**src/pkg/vcide_map.vh**
```
// constants for the video channel id encoder
`ifndef VCIDE_MAP_VH
`define VCIDE_MAP_VH

// ----------------------------------------------------------------------------
// detection nibble bit positions
// ----------------------------------------------------------------------------
`define VCIDE_DET_LOSS_BIT    3
`define VCIDE_DET_MOTION_BIT  2
`define VCIDE_DET_BLIND_BIT   1
`define VCIDE_DET_NIGHT_BIT   0

// ----------------------------------------------------------------------------
// analog style id line type codes
// ----------------------------------------------------------------------------
`define VCIDE_TYPE_AUTO       3'h0
`define VCIDE_TYPE_REPEAT     3'h1
`define VCIDE_TYPE_DET_LO     3'h2
`define VCIDE_TYPE_DET_HI     3'h3
`define VCIDE_TYPE_USER_A     3'h4
`define VCIDE_TYPE_USER_B     3'h5

// ----------------------------------------------------------------------------
// analog line framing
// ----------------------------------------------------------------------------
`define VCIDE_RUNIN_PATTERN   16'hAAAA
`define VCIDE_RUNIN_BITS      6'h10
`define VCIDE_PAYLOAD_BITS    6'h24
`define VCIDE_FRAME_BITS      6'h34
`define VCIDE_ANALOG_SLOTS    3'h6

// ----------------------------------------------------------------------------
// digital coded id line
// ----------------------------------------------------------------------------
`define VCIDE_CODE_OFFSET     8'h50
`define VCIDE_IDX_AUTO        6'h02
`define VCIDE_IDX_DET         6'h0A
`define VCIDE_IDX_USER        6'h1A
`define VCIDE_IDX_END         6'h2A
`define VCIDE_START_NIBBLE    4'hF
`define VCIDE_END_NIBBLE      4'h0

// ----------------------------------------------------------------------------
// reset values
// ----------------------------------------------------------------------------
`define VCIDE_LUMA_RESET      8'h00

`endif

```
**src/verilog/vcide_bit_serializer.v**
```verilog
// serializer that shifts an analog id frame out, msb first, at a set bit width
`timescale 1ns/1ps
`include "vcide_map.vh"

module vcide_bit_serializer (
    input  wire        core_clk_in,    // pixel clock
    input  wire        arst_n_in,      // async reset, active low
    input  wire        start_in,       // one cycle: load frame and begin
    input  wire [51:0] frame_in,       // bits to send, msb first
    input  wire [5:0]  nbits_in,       // number of bits to send
    input  wire [7:0]  width_in,       // pixels per bit, zero acts as one
    output wire        busy_out,       // high while a bit is on the line
    output wire        bit_out         // current bit value
);

    reg [51:0] shreg;
    reg [5:0]  bits_left;
    reg [7:0]  pix_left;

    wire [7:0] width_eff = (width_in == 8'h00) ? 8'h01 : width_in;

    // shift one bit per bit period; a restart mid-frame simply reloads
    always @(posedge core_clk_in or negedge arst_n_in) begin
        if (!arst_n_in) begin
            shreg     <= 52'h0;
            bits_left <= 6'h00;
            pix_left  <= 8'h00;
        end else if (start_in) begin
            shreg     <= frame_in;
            bits_left <= nbits_in;
            pix_left  <= width_eff;
        end else if (bits_left != 6'h00) begin
            if (pix_left == 8'h01) begin
                shreg     <= {shreg[50:0], 1'b0};
                bits_left <= bits_left - 6'h01;
                pix_left  <= width_eff;
            end else begin
                pix_left  <= pix_left - 8'h01;
            end
        end
    end

    assign busy_out = (bits_left != 6'h00);
    assign bit_out  = shreg[51];

endmodule // vcide_bit_serializer

```
**src/verilog/vcide_code_table.v**
```verilog
// lookup of the nibble carried by each digital coded id index, registered out
`timescale 1ns/1ps
`include "vcide_map.vh"

module vcide_code_table (
    input  wire        core_clk_in,    // pixel clock
    input  wire        arst_n_in,      // async reset, active low
    input  wire [5:0]  index_in,       // id index 0..63
    input  wire [31:0] auto_bytes_in,  // auto bytes, first at top
    input  wire [63:0] det_bytes_in,   // detection bytes, first at top
    input  wire [63:0] user_bytes_in,  // user bytes, first at top
    output reg  [3:0]  nibble_out      // nibble for index, one cycle later
);

    // offsets inside each field; high nibble of a byte comes first
    wire [5:0] auto_off = index_in - `VCIDE_IDX_AUTO;
    wire [5:0] det_off  = index_in - `VCIDE_IDX_DET;
    wire [5:0] user_off = index_in - `VCIDE_IDX_USER;
    reg  [3:0] next_nibble;

    // index allocation: start, auto, detection, user, end
    always @* begin
        if (index_in < `VCIDE_IDX_AUTO) begin
            next_nibble = `VCIDE_START_NIBBLE;
        end else if (index_in < `VCIDE_IDX_DET) begin
            next_nibble = auto_bytes_in[{~auto_off[2:0], 2'b00} +: 4];
        end else if (index_in < `VCIDE_IDX_USER) begin
            next_nibble = det_bytes_in[{~det_off[3:0], 2'b00} +: 4];
        end else if (index_in < `VCIDE_IDX_END) begin
            next_nibble = user_bytes_in[{~user_off[3:0], 2'b00} +: 4];
        end else begin
            next_nibble = `VCIDE_END_NIBBLE;
        end
    end

    // registered read keeps the long mux off the output path
    always @(posedge core_clk_in or negedge arst_n_in) begin
        if (!arst_n_in) begin
            nibble_out <= 4'h0;
        end else begin
            nibble_out <= next_nibble;
        end
    end

endmodule // vcide_code_table

```
**src/verilog/vcide_encoder.v**
```verilog
// channel id encoder: inserts id lines and boundary words into the record luma
`timescale 1ns/1ps
`include "vcide_map.vh"

module vcide_encoder (
    input  wire        core_clk_in,                    // pixel clock, 40 MHz
    input  wire        arst_n_in,                      // async reset, active low
    input  wire [7:0]  luma_in,                        // incoming luma sample
    input  wire        line_start_in,                  // one cycle at line start
    input  wire        vblank_in,                      // vertical blanking level
    input  wire        h_active_in,                    // horizontal active level
    input  wire        field_in,                       // field polarity
    input  wire [15:0] video_loss_flag_in,             // per channel loss
    input  wire [15:0] motion_flag_in,                 // per channel motion
    input  wire [15:0] blind_flag_in,                  // per channel blind
    input  wire [15:0] night_flag_in,                  // per channel night
    input  wire [3:0]  region_enable_in,               // per region active
    input  wire [3:0]  new_event_in,                   // per region new event
    input  wire        sequence_unit_flag_in,          // 0 frame, 1 field
    input  wire [3:0]  switch_position_flag_in,        // per region switch
    input  wire [7:0]  cascade_stage_in,               // per region stage
    input  wire [7:0]  input_path_index_in,            // per region path
    input  wire [31:0] user_bytes_group_a_in,          // user bytes 0..3
    input  wire [31:0] user_bytes_group_b_in,          // user bytes 4..7
    input  wire        auto_id_enable_in,              // auto line enable
    input  wire        auto_id_repeat_enable_in,       // repeat line enable
    input  wire        detect_id_enable_in,            // detection enable
    input  wire        user_id_enable_in,              // user enable
    input  wire        digital_id_enable_in,           // digital line enable
    input  wire        run_in_enable_in,               // run-in clock enable
    input  wire        nonrealtime_detect_format_in,   // eight channel format
    input  wire [7:0]  id_vertical_start_in,           // first id line in vbi
    input  wire [7:0]  id_horizontal_start_in,         // start pixel / 2
    input  wire [7:0]  id_bit_width_in,                // pixels per bit
    input  wire [7:0]  id_one_level_in,                // luma for a one
    input  wire [7:0]  id_zero_level_in,               // luma for a zero
    input  wire        boundary_id_enable_in,          // boundary word enable
    input  wire        ch_boundary_in,                 // one cycle at boundary
    input  wire [1:0]  boundary_region_in,             // region of boundary
    output reg  [7:0]  luma_out,                       // outgoing luma
    output reg         id_insert_out                   // luma replaced
);

    // ------------------------------------------------------------------------
    // line modes
    // ------------------------------------------------------------------------
    localparam [1:0] MODE_PASS    = 2'h0;
    localparam [1:0] MODE_DIGITAL = 2'h1;
    localparam [1:0] MODE_ANALOG  = 2'h2;

    reg  [1:0] line_mode;
    reg  [2:0] slot;
    reg  [8:0] vbi_line;
    reg        in_vbi;
    reg  [8:0] active_line_index;
    reg  [9:0] pix_cnt;
    reg  [6:0] dig_cnt;
    reg        bnd_phase;
    reg  [7:0] bnd_low;
    reg        started;
    // frame start is declared early because the counters below watch it
    wire       ana_start;

    // ------------------------------------------------------------------------
    // id content
    // ------------------------------------------------------------------------
    wire [63:0] det_bytes;
    wire [31:0] auto_bytes;

    genvar gi;
    generate
        // each channel's nibble lands in stage order, two bytes per chip
        // byte k holds channel 2k in its high nibble, 2k+1 in its low
        for (gi = 0; gi < 16; gi = gi + 1) begin : g_det
            assign det_bytes[63-4*gi -: 4] = {video_loss_flag_in[gi],
                                              motion_flag_in[gi],
                                              blind_flag_in[gi],
                                              night_flag_in[gi]};
        end
        // region 0 is left top and goes first; the auto bytes then run
        // right top, left bottom and right bottom
        for (gi = 0; gi < 4; gi = gi + 1) begin : g_auto
            assign auto_bytes[31-8*gi -: 8] = {region_enable_in[gi],
                                               new_event_in[gi],
                                               sequence_unit_flag_in,
                                               switch_position_flag_in[gi],
                                               cascade_stage_in[2*gi +: 2],
                                               input_path_index_in[2*gi +: 2]};
        end
    endgenerate

    // ------------------------------------------------------------------------
    // vbi line counting and line mode decode
    // ------------------------------------------------------------------------
    wire [8:0] next_vbi_line = (vblank_in && in_vbi) ? (vbi_line + 9'h001) : 9'h000;
    wire [8:0] rel_line      = next_vbi_line - {1'b0, id_vertical_start_in};
    wire [8:0] ana_line      = rel_line - {8'h00, digital_id_enable_in};
    reg  [1:0] next_mode;
    reg        slot_on;

    // vbi line 0 is the first blanking line; the six analog slots keep
    // fixed places after the digital line, so a disabled slot leaves its
    // line untouched instead of pulling the later slots up
    // the analog lines sit right after the digital line when it is enabled
    always @* begin
        next_mode = MODE_PASS;
        case (ana_line[2:0])
            3'h0:    slot_on = auto_id_enable_in;
            3'h1:    slot_on = auto_id_enable_in && auto_id_repeat_enable_in;
            3'h2:    slot_on = detect_id_enable_in;
            3'h3:    slot_on = detect_id_enable_in && !nonrealtime_detect_format_in;
            3'h4:    slot_on = user_id_enable_in;
            3'h5:    slot_on = user_id_enable_in;
            default: slot_on = 1'b0;
        endcase
        if (vblank_in) begin
            if (digital_id_enable_in && rel_line == 9'h000) begin
                next_mode = MODE_DIGITAL;
            end else if (ana_line < {6'h00, `VCIDE_ANALOG_SLOTS} && slot_on) begin
                next_mode = MODE_ANALOG;
            end
        end
    end

    // line state is decided once per line, at its start
    always @(posedge core_clk_in or negedge arst_n_in) begin
        if (!arst_n_in) begin
            line_mode         <= MODE_PASS;
            slot              <= 3'h0;
            vbi_line          <= 9'h000;
            in_vbi            <= 1'b0;
            active_line_index <= 9'h000;
        end else if (line_start_in) begin
            line_mode <= next_mode;
            slot      <= ana_line[2:0];
            vbi_line  <= next_vbi_line;
            in_vbi    <= vblank_in;
            if (vblank_in) begin
                active_line_index <= 9'h000;
            end else if (in_vbi) begin
                active_line_index <= 9'h000;
            end else begin
                active_line_index <= active_line_index + 9'h001;
            end
        end
    end

    // ------------------------------------------------------------------------
    // pixel and digital sample counters
    // ------------------------------------------------------------------------
    // the code sequence wraps every 128 samples, so more than five copies fit
    always @(posedge core_clk_in or negedge arst_n_in) begin
        if (!arst_n_in) begin
            pix_cnt <= 10'h000;
            dig_cnt <= 7'h00;
            started <= 1'b0;
        end else if (line_start_in) begin
            pix_cnt <= 10'h000;
            dig_cnt <= 7'h00;
            started <= 1'b0;
        end else begin
            // saturate so an overlong line never wraps onto the start pixel
            if (pix_cnt != 10'h3FF) begin
                pix_cnt <= pix_cnt + 10'h001;
            end
            if (ana_start) begin
                started <= 1'b1;
            end
            if (line_mode == MODE_DIGITAL && h_active_in) begin
                dig_cnt <= dig_cnt + 7'h01;
            end
        end
    end

    // ------------------------------------------------------------------------
    // analog line frame
    // ------------------------------------------------------------------------
    reg  [31:0] ana_data;
    reg  [2:0]  ana_type;

    // slot picks the four payload bytes and their type code
    always @* begin
        case (slot)
            3'h0: begin
                ana_data = auto_bytes;
                ana_type = `VCIDE_TYPE_AUTO;
            end
            3'h1: begin
                ana_data = auto_bytes;
                ana_type = `VCIDE_TYPE_REPEAT;
            end
            3'h2: begin
                ana_data = det_bytes[63:32];
                ana_type = `VCIDE_TYPE_DET_LO;
            end
            3'h3: begin
                ana_data = det_bytes[31:0];
                ana_type = `VCIDE_TYPE_DET_HI;
            end
            3'h4: begin
                ana_data = user_bytes_group_a_in;
                ana_type = `VCIDE_TYPE_USER_A;
            end
            default: begin
                ana_data = user_bytes_group_b_in;
                ana_type = `VCIDE_TYPE_USER_B;
            end
        endcase
    end

    // parity covers data and type so the 36-bit payload has even ones
    wire        ana_parity = ^{ana_data, ana_type};
    wire [35:0] payload    = {ana_data, ana_type, ana_parity};
    wire [51:0] frame      = run_in_enable_in ? {`VCIDE_RUNIN_PATTERN, payload}
                                              : {payload, 16'h0000};
    wire [5:0]  nbits      = run_in_enable_in ? `VCIDE_FRAME_BITS : `VCIDE_PAYLOAD_BITS;
    assign      ana_start  = (line_mode == MODE_ANALOG) && !started
                             && (pix_cnt == {1'b0, id_horizontal_start_in, 1'b0});
    wire        ana_busy;
    wire        ana_bit;

    // limitation: the frame is not cut at the next line start, so 52 bits
    // times the bit width must fit between the start pixel and line end
    vcide_bit_serializer u_serializer (
        .core_clk_in (core_clk_in),
        .arst_n_in   (arst_n_in),
        .start_in    (ana_start),
        .frame_in    (frame),
        .nbits_in    (nbits),
        .width_in    (id_bit_width_in),
        .busy_out    (ana_busy),
        .bit_out     (ana_bit)
    );

    // ------------------------------------------------------------------------
    // digital coded line
    // ------------------------------------------------------------------------
    wire [3:0] code_nibble;

    // the table answers one cycle late, just when the odd sample needs it
    vcide_code_table u_code_table (
        .core_clk_in   (core_clk_in),
        .arst_n_in     (arst_n_in),
        .index_in      (dig_cnt[6:1]),
        .auto_bytes_in (auto_bytes),
        .det_bytes_in  (det_bytes),
        .user_bytes_in ({user_bytes_group_a_in, user_bytes_group_b_in}),
        .nibble_out    (code_nibble)
    );

    // ------------------------------------------------------------------------
    // boundary word
    // ------------------------------------------------------------------------
    wire [15:0] bnd_word = {active_line_index,
                            field_in,
                            region_enable_in[boundary_region_in],
                            switch_position_flag_in[boundary_region_in],
                            cascade_stage_in[{boundary_region_in, 1'b0} +: 2],
                            input_path_index_in[{boundary_region_in, 1'b0} +: 2]};
    wire        bnd_hit  = boundary_id_enable_in && ch_boundary_in
                           && h_active_in && !vblank_in;

    // the low byte is held so the word survives a boundary at a line edge
    // trade-off: a hit right after another takes the bus and the earlier
    // word loses its low byte; channels are never that narrow
    always @(posedge core_clk_in or negedge arst_n_in) begin
        if (!arst_n_in) begin
            bnd_phase <= 1'b0;
            bnd_low   <= 8'h00;
        end else begin
            bnd_phase <= bnd_hit;
            if (bnd_hit) begin
                bnd_low <= bnd_word[7:0];
            end
        end
    end

    // ------------------------------------------------------------------------
    // output selection
    // ------------------------------------------------------------------------
    reg [7:0] next_luma;
    reg       next_insert;

    // analog bits outrank everything; boundary words only occur in active lines
    always @* begin
        next_luma   = luma_in;
        next_insert = 1'b0;
        if (ana_busy) begin
            next_luma   = ana_bit ? id_one_level_in : id_zero_level_in;
            next_insert = 1'b1;
        end else if (line_mode == MODE_DIGITAL && h_active_in) begin
            next_insert = 1'b1;
            if (!dig_cnt[0]) begin
                next_luma = {2'b00, dig_cnt[6:1]};
            end else begin
                next_luma = `VCIDE_CODE_OFFSET | {4'h0, code_nibble};
            end
        end else if (bnd_hit) begin
            next_luma   = bnd_word[15:8];
            next_insert = 1'b1;
        end else if (bnd_phase) begin
            next_luma   = bnd_low;
            next_insert = 1'b1;
        end
    end

    // one register stage on the video path
    always @(posedge core_clk_in or negedge arst_n_in) begin
        if (!arst_n_in) begin
            luma_out      <= `VCIDE_LUMA_RESET;
            id_insert_out <= 1'b0;
        end else begin
            luma_out      <= next_luma;
            id_insert_out <= next_insert;
        end
    end

endmodule // vcide_encoder

```
**config.mk**
```make
export PLATFORM = sky130hd
export DESIGN_NAME = vcide_encoder
export DESIGN_NICKNAME = d
export VERILOG_FILES = /design/src/verilog/vcide_bit_serializer.v /design/src/verilog/vcide_code_table.v /design/src/verilog/vcide_encoder.v
export VERILOG_INCLUDE_DIRS = /design/src /design/src/pkg
export SDC_FILE = /design/constraint.sdc
export NUM_CORES = 1
export LEC_CHECK = 0
export BUFFER_PORTS_ARGS = -buffer_cell sky130_fd_sc_hd__buf_2
export CAP_MARGIN = 0
export CORE_UTILIZATION = 50
export DETAILED_ROUTE_END_ITERATION = 8
export GPL_TIMING_DRIVEN = 0
export PLACE_DENSITY = 0.71
export REMOVE_ABC_BUFFERS = 1
export SETUP_SLACK_MARGIN = 0.15
export SYNTH_ARGS = -nofsm -noshare
export SYNTH_HDL_FRONTEND = slang
export SYNTH_SLANG_ARGS = --single-unit
```
**constraint.sdc**
```tcl
create_clock -name core_clk_in -period 4.8 [get_ports core_clk_in]
set_input_delay 0.72 -clock core_clk_in [delete_from_list [all_inputs] [get_ports core_clk_in]]
set_output_delay 0.72 -clock core_clk_in [all_outputs]
set_load 0.05 [all_outputs]
```
==> results.tsv <==
metric	value	unit
status	complete, no violations	
Synth Warn #	0	
max_slew headroom	11.2	%
Top FF cell, synth	dfrtp_1	
clk slew on worst S/H paths	0.06	ns
r2r startpoint	slot[0]$_DFFE_PN0P_	
EDFF count, synth	0	
DR vias/cell	6.17	
layout cells sized above 1	29.9	%
initial antenna violation count	2	
Syn-to-layout area delta	17.3	%
Worst EP arrival	4.52	ns
HPWL after DPL	24600	um
first-pass GRT wire length	51300	um
Crit Path Class	flip-flop to flip-flop	
Boundary Pins	231	
RSZ-0062 raised after global routing	false	
synth top area cells	dfrtp_1, mux4_2, mux2i_1, xnor2_1, nand2_1	
Worst Setup SP	slot[0]$_DFFE_PN0P_	
via count	9620	
Final Hold Viols	0	
# hold bufs at CTS	0	
postcts setup bufs	0	
Residual DRC	0	
detailed-route wire length	32800	um
CP required	5.15	ns
antenna-violating nets left	0	
gr ovfl total	0	
Startpoint Class	flip-flop	
Post-Syn Instances	1105	
Final Cycle Share	86.8	%
clk sinks	130	
number of H-tree levels	4	
fin nets	1520	
Starting Density	51.3	%
cts repair resizes	0	
width of the chip	146	um
Worst R2R Path Depth	10	
number of max-cap violations	0	
GP Congestion	0.956	
Fin Setup TNS	0	ns
post-synth top area cell	dfrtp_1	
CP max FO	39	
worst min-delay path class	primary input to async pin	
Commonest cells post-synth	dfrtp_1, nand2_1, nor2_1, mux2i_1, a21oi_1	
Initial DRC Count	679	
top cell type's share of synthesized area	31.3	%
largest net degree at the start of global routing	93	
drt first pass iters	5	
Seq/Total Area, Yosys	31.3	%
full die area	21400	um^2
clk_lat worst skew	0.42	ns
Tmin final	4.16	ns
CTS tree	done	
Root Driver	clkbuf_16	
Power Density	375	nW/um^2
CTS max path bufs	2	
ys async rst share	100	%
CTS buffer count	17	
Max IR drop VDD	0.398	mV
count leader, synth	dfrtp_1	
endpoint class of the critical path	flip-flop	
Tightest Pin Transition	1.33	ns
DIE HEIGHT	146	um
vias in the first global route	9543	
clk_skew	0.00877	ns
leakage	0.00508	uW
routed len/inst	21.0	um
Netlist cell types	72	
IO Port Bufs	230	
average cell area after synthesis	9.42	um^2
core area	20300	um^2
post-layout util	60.1	%
Max Slew Vio Count	0	
Max Fclk	240	MHz
setup violators final	0	
Seq cells post-synth	130	
mapped cell area	10400	um^2
row cnt	52	
total track usage	31.2	%
## routing by layer
metal,global-route usage (%),part of all wire (%),wire length [um],vias up
met2,51.0,48,15600,464
met4,16.2,4.5,1490,2
met5,0,0.034,11,-
met1,38.4,39,12900,4651
li1,-,-,-,4414
met3,7.63,8.6,2820,89
## registers in the layout (all words and copies together), names as in the netlist
name,count
u_serializer.shreg,52
id_insert_out,1
line_mode,2
u_code_table.nibble_out,4
started,1
bnd_phase,1
vbi_line,9
u_serializer.pix_left,8
pix_cnt,10
bnd_low,8
dig_cnt,7
active_line_index,9
u_serializer.bits_left,6
luma_out,8
in_vbi,1
slot,3
## layout by cell type, fill, tap and decap left out, types with 20 or more instances in the layout
master,netlist,routed
buf_2,10,229
dfrtp_1,130,126
nand2_1,97,97
nor2_1,96,95
mux2i_1,83,83
a21oi_1,71,71
o21ai_0,63,62
mux4_2,53,53
xnor2_1,43,43
inv_1,32,32
a211oi_1,28,28
xor2_1,27,26
nand3_1,26,24
a31oi_1,22,22
mux2_2,21,21
ha_1,20,20
## area by class of cell
type	instances	area (um^2)
Fill cell	1817	8090
Multi-Input combinational cell	858	6620
Sequential cell	130	3260
Timing Repair Buffer	236	1280
Clock buffer	19	433
Tap cell	270	338
Clock inverter	11	140
Inverter	34	128
Antenna cell	2	5.00
## worst paths after layout
check	endpoint	slack [ns]
max	u_serializer.shreg[0]$_DFFE_PN0P_	0.64
min	u_serializer.pix_left[3]$_DFFE_PN0P_	0.20
max reg2reg	u_serializer.shreg[0]$_DFFE_PN0P_	0.64
min reg2reg	bnd_low[6]$_DFFE_PN0P_	0.48
max in group asynchronous	slot[2]$_DFFE_PN0P_	3.79
min in group core_clk_in	bnd_low[6]$_DFFE_PN0P_	0.48
## kinds of logic after synthesis
kind of cell | count (synthesis) | share of synthesized area (%)
AOI/OAI and AO/OA | 278 | 17.4
xor gates and xnor gates | 73 | 6.42
adders and majority gates | 21 | 2.60
buffers and inverters | 117 | 5.34
DFF | 130 | 31.3
muxes | 160 | 22.1
and+or+nand+nor | 326 | 15.0
## through the flow
step	setup WS [ns]	power, uW	instance area, um^2	hold slack (ns)	std cells
global route	0.483	4790	12200	0.221	1558
floorplan	0.423	2680	9980	0.424	1022
CTS	0.750	4550	12200	0.207	1558
detailed placement	0.777	3260	11600	0.465	1528
global placement	-0.875	3240	11500	0.466	1522
finish	0.635	4580	12200	0.203	1560
## report_power, final
| group | switching (uW) | internal (uW) | total [uW] |
|---|---|---|---|
| sequential | 157 | 1250 | 1400 |
| combinational | 1030 | 856 | 1890 |
| clock | 481 | 805 | 1290 |
| total | 1670 | 2910 | 4580 |
## worst max-delay path: stages, from the launching register on
cell	delay, ns
dfrtp_2	0.65
buf_12	0.29
o21ai_2	1.02
o22ai_1	0.20
a21oi_1	0.65
xor2_1	0.17
xnor2_1	0.23
xnor2_1	0.11
xnor2_1	0.18
xnor2_1	0.36
a32o_1	0.22
No activity file was read; power rests on OpenSTA's default activity.
